==> src/hdl/aff_pkg.sv <==
// Constants and carrier types for the antenna fault flag logic
package aff_pkg;

   // ------------------------------------------------------------
   // Timing and sizing
   // ------------------------------------------------------------
   localparam int unsigned CLOCK_MHZ        = 100;
   localparam int unsigned CARRIER_KHZ      = 125;
   // Clock cycles in one carrier period, derived from the rates
   localparam int unsigned CARRIER_CYCLES   =
      (CLOCK_MHZ * 1000) / CARRIER_KHZ;
   localparam int unsigned CNT_W            = 16;
   localparam int unsigned SYNC_STAGES      = 3;
   // Diagnosis threshold in millivolts; analog, kept for reference
   localparam int          THRESHOLD_MV     = -1150;

   // ------------------------------------------------------------
   // Configuration page read command
   // ------------------------------------------------------------
   localparam logic [1:0]  PAGE_FAULT_A     = 2'h2;
   localparam logic [1:0]  PAGE_FAULT_B     = 2'h3;
   localparam int unsigned FLAG_BIT         = 0;
   localparam logic [3:0]  PAGE_DATA_RESET  = 4'h0;

   // Page read request from the command decoder
   typedef struct packed {
      logic       valid;
      logic [1:0] page;
   } aff_page_req_t;

   // Page read answer
   typedef struct packed {
      logic       valid;
      logic [3:0] data;
   } aff_page_rsp_t;

endpackage

==> src/hdl/aff_sync.sv <==
// Three-stage input synchroniser with agreement filter
`timescale 1ns/100ps
`default_nettype none
module aff_sync
   import aff_pkg::*;
(
   // Clock and reset
   input  wire logic clock,
   input  wire logic rst_n,
   // Asynchronous input and filtered level
   input  wire logic async_in,
   output var  logic level
);

   // ------------------------------------------------------------
   // State
   // ------------------------------------------------------------
   typedef struct packed {
      logic [SYNC_STAGES-1:0] stage;
      logic                   level;
   } aff_sync_state_t;

   aff_sync_state_t state;
   aff_sync_state_t next_state;

   // Shift chain; level moves only when stages two and three agree
   always_comb begin
      next_state       = state;
      next_state.stage = {state.stage[SYNC_STAGES-2:0], async_in};
      if (state.stage[1] == state.stage[2]) begin
         next_state.level = state.stage[2];
      end
   end

   // State register
   always_ff @(posedge clock or negedge rst_n) begin
      if (!rst_n) begin
         state <= '0;
      end else begin
         state <= next_state;
      end
   end

   assign level = state.level;

endmodule
`default_nettype wire

==> src/hdl/aff_flag.sv <==
// Antenna fault flag detector with configuration page read port
`timescale 1ns/100ps
`default_nettype none
module aff_flag
   import aff_pkg::*;
#(
   parameter int unsigned PERIOD = CARRIER_CYCLES
)(
   // Clock and reset
   input  wire logic          clock,
   input  wire logic          rst_n,
   // Analog front end: comparator, high while below threshold
   input  wire logic          below_threshold,
   // Page read command and answer
   input  wire aff_page_req_t page_req,
   output var  aff_page_rsp_t page_rsp,
   // Fault flag level and driver clock
   output var  logic          antenna_fault_flag,
   output var  logic          driver_clk
);

   // ------------------------------------------------------------
   // State
   // ------------------------------------------------------------
   typedef struct packed {
      logic [CNT_W-1:0] cnt;
      logic             seen;
      logic             flag;
      logic             drv;
      aff_page_rsp_t    rsp;
   } aff_state_t;

   aff_state_t state;
   aff_state_t next_state;
   logic       crossing;

   // Last count of a carrier period
   function automatic logic [CNT_W-1:0] last_count(input int unsigned p);
      return CNT_W'(p - 1);
   endfunction

   // Pages that carry the fault flag
   function automatic logic is_flag_page(input logic [1:0] page);
      return (page == PAGE_FAULT_A) || (page == PAGE_FAULT_B);
   endfunction

   // Comparator passes the synchroniser before use
   aff_sync u_sync (
      .clock    (clock),
      .rst_n    (rst_n),
      .async_in (below_threshold),
      .level    (crossing)
   );

   // ------------------------------------------------------------
   // Next state
   // ------------------------------------------------------------
   always_comb begin
      next_state         = state;
      next_state.rsp     = '{valid: 1'b0, data: PAGE_DATA_RESET};
      // Carrier period counter drives the antenna driver clock
      if (state.cnt == last_count(PERIOD)) begin
         next_state.cnt  = '0;
      end else begin
         next_state.cnt  = state.cnt + CNT_W'(1);
      end
      next_state.drv     = (state.cnt < CNT_W'(PERIOD / 2));
      // Crossing in this cycle clears the flag at once
      if (crossing) begin
         next_state.seen = 1'b1;
         next_state.flag = 1'b0;
      end
      // End of period: judge the window and open a new one
      if (state.cnt == last_count(PERIOD)) begin
         next_state.seen = 1'b0;
         // No crossing in the whole window, also with the field gone
         if (!state.seen && !crossing) begin
            next_state.flag = 1'b1;
         end
      end
      // Page read: pages 2 and 3 carry the flag
      if (page_req.valid) begin
         next_state.rsp.valid = 1'b1;
         if (is_flag_page(page_req.page)) begin
            next_state.rsp.data[FLAG_BIT] = state.flag;
         end
      end
   end

   // State register
   always_ff @(posedge clock or negedge rst_n) begin
      if (!rst_n) begin
         state <= '0;
      end else begin
         state <= next_state;
      end
   end

   // Outputs from flip-flops; nothing here switches drivers off
   assign page_rsp           = state.rsp;
   assign antenna_fault_flag = state.flag;
   assign driver_clk         = state.drv;

   // ------------------------------------------------------------
   // Checks
   // ------------------------------------------------------------
   chk_flag_sets: assert property (
      @(posedge clock) disable iff (!rst_n)
      (state.cnt == last_count(PERIOD) && !state.seen && !crossing)
      |=> antenna_fault_flag)
      else $error("flag not set after quiet period");

   chk_flag_clears: assert property (
      @(posedge clock) disable iff (!rst_n)
      crossing |=> !antenna_fault_flag)
      else $error("flag not cleared on crossing");

   chk_no_false_set: assert property (
      @(posedge clock) disable iff (!rst_n)
      (!antenna_fault_flag && (state.seen || crossing))
      |=> !antenna_fault_flag)
      else $error("flag set despite crossing");

   chk_period_wrap: assert property (
      @(posedge clock) disable iff (!rst_n)
      (state.cnt == last_count(PERIOD)) |=> (state.cnt == '0))
      else $error("period counter wrap wrong");

   chk_window_open: assert property (
      @(posedge clock) disable iff (!rst_n)
      (state.cnt == last_count(PERIOD) && !crossing) |=> !state.seen)
      else $error("window not reopened");

   chk_page_flag: assert property (
      @(posedge clock) disable iff (!rst_n)
      (page_req.valid && is_flag_page(page_req.page))
      |=> (page_rsp.valid && page_rsp.data[FLAG_BIT] ==
           $past(antenna_fault_flag)))
      else $error("page read lost the flag");

   chk_page_other: assert property (
      @(posedge clock) disable iff (!rst_n)
      (page_req.valid && !is_flag_page(page_req.page))
      |=> (page_rsp.data == '0))
      else $error("other page shows flag");

   chk_flag_hold: assert property (
      @(posedge clock) disable iff (!rst_n)
      (!crossing && state.cnt != last_count(PERIOD))
      |=> $stable(antenna_fault_flag))
      else $error("flag moved without cause");

   // ------------------------------------------------------------
   // Checks on the answer pulse, driver clock, period counter, window marking and flag edges
   // ------------------------------------------------------------

   // Every request is answered in the next cycle
   chk_rsp_answer: assert property (
      @(posedge clock) disable iff (!rst_n)
      page_req.valid |=> page_rsp.valid)
      else $error("request not answered");

   // No request, no answer: the pulse stands one cycle only
   chk_rsp_idle: assert property (
      @(posedge clock) disable iff (!rst_n)
      !page_req.valid
      |=> (!page_rsp.valid && page_rsp.data == PAGE_DATA_RESET))
      else $error("answer without request");

   // Driver clock high in the first half of the period
   chk_drv_high: assert property (
      @(posedge clock) disable iff (!rst_n)
      (state.cnt < CNT_W'(PERIOD / 2)) |=> driver_clk)
      else $error("driver clock low in first half");

   // Driver clock low in the second half of the period
   chk_drv_low: assert property (
      @(posedge clock) disable iff (!rst_n)
      (state.cnt >= CNT_W'(PERIOD / 2)) |=> !driver_clk)
      else $error("driver clock high in second half");

   // Counter advances by one inside a period
   chk_count_step: assert property (
      @(posedge clock) disable iff (!rst_n)
      (state.cnt != last_count(PERIOD))
      |=> (state.cnt == $past(state.cnt) + CNT_W'(1)))
      else $error("period counter skipped");

   // Crossing inside a window marks it as seen
   chk_seen_marks: assert property (
      @(posedge clock) disable iff (!rst_n)
      (crossing && state.cnt != last_count(PERIOD)) |=> state.seen)
      else $error("crossing not recorded");

   // A set flag leaves the driver clock running
   chk_drivers_run: assert property (
      @(posedge clock) disable iff (!rst_n)
      (antenna_fault_flag && state.cnt == '0) |=> driver_clk)
      else $error("driver clock stopped on fault");

   // Flag rises only at the end of a quiet window
   chk_set_at_end: assert property (
      @(posedge clock) disable iff (!rst_n)
      $rose(antenna_fault_flag)
      |-> ($past(state.cnt) == last_count(PERIOD) && !$past(state.seen)))
      else $error("flag set outside window end");

   // Flag never rises right after a crossing
   chk_set_quiet: assert property (
      @(posedge clock) disable iff (!rst_n)
      $rose(antenna_fault_flag) |-> !$past(crossing))
      else $error("flag set despite crossing");

endmodule
`default_nettype wire

==> config.mk <==
export PLATFORM = sky130hd
export DESIGN_NAME = aff_flag
export DESIGN_NICKNAME = d
export VERILOG_FILES = /design/src/hdl/aff_pkg.sv /design/src/hdl/aff_sync.sv /design/src/hdl/aff_flag.sv
export SDC_FILE = /design/constraint.sdc
export NUM_CORES = 1
export LEC_CHECK = 0
export BUFFER_PORTS_ARGS = -buffer_cell sky130_fd_sc_hd__buf_2
export CAP_MARGIN = 25
export CORE_MARGIN = 8
export CORE_UTILIZATION = 56
export DETAILED_ROUTE_END_ITERATION = 8
export PLACE_DENSITY = 0.89
export SLEW_MARGIN = 25
export SYNTH_ARGS = -nofsm -noshare
export SYNTH_HDL_FRONTEND = slang
export SYNTH_SLANG_ARGS = --single-unit
==> constraint.sdc <==
create_clock -name clock -period 2.4 [get_ports clock]
set_input_delay 0.12 -clock clock [delete_from_list [all_inputs] [get_ports clock]]
set_output_delay 0.12 -clock clock [all_outputs]
set_load 0.1 [all_outputs]
==> run summary <==
DETAILED ROUTING
---------------------------------------------------------------------------------
Per-cell routed wire length                                               13.9 um
Vias                                                                          732
Detailed-route wire length                                                1860 um
Mean number of vias per cell                                                 5.46
Iteration-0 DRC Markers                                                        10
Residual antenna-violating net count after detailed routing                     0
Count of unresolved DRC violations after routing                                0
First drt pass iteration count                                                  4

PWR
---------------------------------------------------------------------------------
Register share of total power                                               64.1%
Worst vdd ir                                                             0.497 mV
Share of total power in combinational logic                                  6.6%
Power spent charging and discharging nets                                0.167 mW
Leakage                                                                  0.560 nW
Pwr per Cell Area                                                      544 mW/mm2
Total power draw                                                         0.669 mW
Clock network power share                                                   29.3%
Internal portion of total power                                          0.502 mW
Switching Share                                                             25.0%

FINAL LAYOUT
---------------------------------------------------------------------------------
Post-layout instance area                                             0.00123 mm2
Synth-to-layout area growth                                                 8.87%
N_diodes                                                                        0
Fraction of final layout cells with drive strength greater than 1           22.4%
Core utilization of the finished layout                                     63.9%
Layout fillers                                                                162
Total number of nets in the final design                                      115

GLOBAL ROUTING
---------------------------------------------------------------------------------
Antenna violations before repair                                                0
Pin count of the biggest net entering global routing                           26
Aggregate global routing overflow                                               0
Overall fraction of global-route tracks in use                              11.3%
Vias in the first global route                                                694
Wire length of the first global-routing pass                              3080 um

DIE
---------------------------------------------------------------------------------
Core area                                                             0.00192 mm2
Initial core utilization                                                    58.7%
X dimension of the die                                                    60.9 um
Vertical extent of the die                                                60.9 um
I/O Pins                                                                       13
Floorplan row count                                                            16
Die Outline Area                                                      0.00371 mm2

CLOCK NETWORK
---------------------------------------------------------------------------------
Worst-case clock buffer depth                                                   2
Insertion delay to the later sink of the worst-skew pair                  0.33 ns
# Post-CTS Setup Buffers                                                        0
Clock tree root driver cell                                              clkbuf_4
TritonCTS buffer count                                                          3
H-tree level count                                                              1
Quantity of hold-fixing buffers added after cts                                 3
Register clock-pin slew on the reported worst setup and hold paths        0.14 ns
Clock tree from TritonCTS                                                     yes
CTS sink count                                                                 25
PostCTS Resize Cnt                                                              0

TIMING
---------------------------------------------------------------------------------
Number of hold violations in the final report                                   0
Setup repair after global routing missed its margin                            no
Setup-failing EPs final                                                         0
Minimum hold slack                                                      0.0323 ns
Max-slew headroom                                                           63.8%
Time the final worst path needs with I/O delays and setup                 1.58 ns
Worst clock skew on the final layout                                    0.0136 ns
Slew at the pin with the worst max-slew slack                            0.539 ns
Period utilization                                                          65.9%
Maximum clock frequency                                                   632 MHz
Final-layout setup total negative slack                                      0 ns
Number of max-slew violations in the final report                               0

SYNTH
---------------------------------------------------------------------------------
Average cell area after synthesis                                        11.8 um2
Post-synthesis instance total                                                  96
Share of synthesized registers carrying an async set or reset                100%
Synthesis warning total                                                         0
Leading area contributor after synthesis                                  dfrtp_1
Most frequently used flop master after synthesis                          dfrtp_1
Count of flip-flops with a built-in enable after synthesis                      0
Post-synthesis instance area                                          0.00113 mm2
Area share of the largest cell type after synthesis                         55.4%
Number of distinct library cells after synthesis                               32
Post-synthesis sequential area ratio                                        55.4%
Number of synthesized register bits                                            25
Leading cell types by total area after synthesis                     dfrtp_1, xor2_1, buf_4, nand4_2, nand3_1

SETUP PATH
---------------------------------------------------------------------------------
Crit path max-delay cell type                                            and4bb_2
Worst Setup Path Type                                                  reg -> reg
Element type at the critical path start                                      flop
Cell type group with the largest total delay on the critical path    simple AND/OR/NAND/NOR gates
Signal arrival time at the worst endpoint                                 1.80 ns
Sort of element at the end of the critical path                              flop
Cell breakdown of the critical path                                  ha_1 > nand4_2 > and4bb_2 > a21oi_1
Total buffers and inverters traversed by the critical path                      0
Crit-path max cell delay                                                  0.49 ns
Data required time at the worst endpoint                                  2.61 ns
Crit Path Max Fanout                                                            8

RUN
---------------------------------------------------------------------------------
Number of max-capacitance violations reported                                   0

STATUS
---------------------------------------------------------------------------------
Outcome                                                                 completed

PLACE
---------------------------------------------------------------------------------
Global placer's final weighted congestion                                   0.788
DP Area                                                               0.00117 mm2
Post-detail-place hpwl                                                    1350 um
Count of input and output buffers                                               8

MIN PATH
---------------------------------------------------------------------------------
Path class of the lowest-slack min-delay path                           in -> reg

==> per-stage QoR <==
step,cells,setup slack (ns)
floorplan,98,1.03
global placement,127,0.867
detailed placement,127,0.835
CTS,134,0.812
global route,134,0.702
finish,134,0.817
==> worst paths after layout <==
path | from | endpoint | slack [ns] | cells after the start
min reg2reg | u_sync.next_state[2]$_DFF_PN0_ | u_sync.next_state[3]$_DFF_PN0_ | 0.38 | 0
max reg2reg | state[8]$_DFF_PN0_ | state[16]$_DFF_PN0_ | 0.82 | 4
min | page_req[1] | page_rsp[0]$_DFF_PN0_ | 0.03 | 2
max in group asynchronous | rst_n | page_rsp[0]$_DFF_PN0_ | 1.75 | 2
min in group asynchronous | rst_n | state[10]$_DFF_PN0_ | 0.28 | 2
max | state[8]$_DFF_PN0_ | state[16]$_DFF_PN0_ | 0.82 | 4
==> layout make-up <==
type / count / area, um2 / area share (%)
timing repair buffer: 11 / 70.1 / 5.70
inverter: 2 / 7.51 / 0.611
multi-input combinational: 65 / 460 / 37.5
clock buffer: 3 / 22.5 / 1.83
clock inverter: 1 / 8.76 / 0.713
sequential: 25 / 626 / 50.9
tap: 27 / 33.8 / 2.75
==> power by group through the flow <==
stage	Combinational, mW	Sequential [mW]	Clock [mW]
finish	0.0442	0.429	0.196
global route	0.0467	0.429	0.226
CTS	0.0447	0.429	0.205
detailed placement	0.0410	0.437	0
global placement	0.0403	0.436	0
floorplan	0.0338	0.436	0
==> synth_stat cells, types with 2 or more instances <==
library cell,count
nand4_2,3
nand3b_1,2
nor4_2,2
nor4_1,4
nor3_1,3
buf_4,5
inv_1,2
nand2_1,4
dfrtp_1,25
or3_1,2
nor2b_1,2
nor2_1,6
o21ai_0,2
xnor2_1,2
a21oi_1,2
nand3_1,5
or2_2,2
xor2_1,9
==> cells by family (layout without fill, tap and decap cells) <==
family	after synthesis	in the layout	synth area share, %
compound gates	8	8	5.32
xor+xnor	11	11	8.54
fa+ha+maj	2	2	2.00
buf+inv	8	17	4.43
flops	25	25	55.4
other cells	1	3	0.332
simple gates	41	41	23.9
==> per-layer routing <==
layer / wire length (um) / up-vias / global-route usage, %
li1: - / 351 / -
met1: 836 / 366 / 12.9
met2: 913 / 10 / 18.6
met3: 94 / 5 / 4.45
met4: 17 / 0 / 3.99
met5: 0 / - / 0
==> worst reg2reg max path: cells and delay by family (launching register included) <==
family	cells	cell delay, ns
adders and majority gates	1	0.24
and+or+nand+nor	2	0.73
DFF	1	0.44
AOI/OAI and AO/OA	1	0.06
==> cells in the final DEF, fill, tap and decap left out, types with 4 or more instances in the layout <==
cell type,instances
buf_2,8
dfrtp_1,25
nand2_1,4
nand3_1,5
nor2_1,6
nor4_1,4
xor2_1,9
==> registers in the layout (all words and copies together) (netlist names) <==
name,cells
antenna_fault_flag,1
driver_clk,1
page_rsp,2
state,17
u_sync.level,1
u_sync.next_state,2
u_sync.state,1
(Power assumes the default switching activity.)
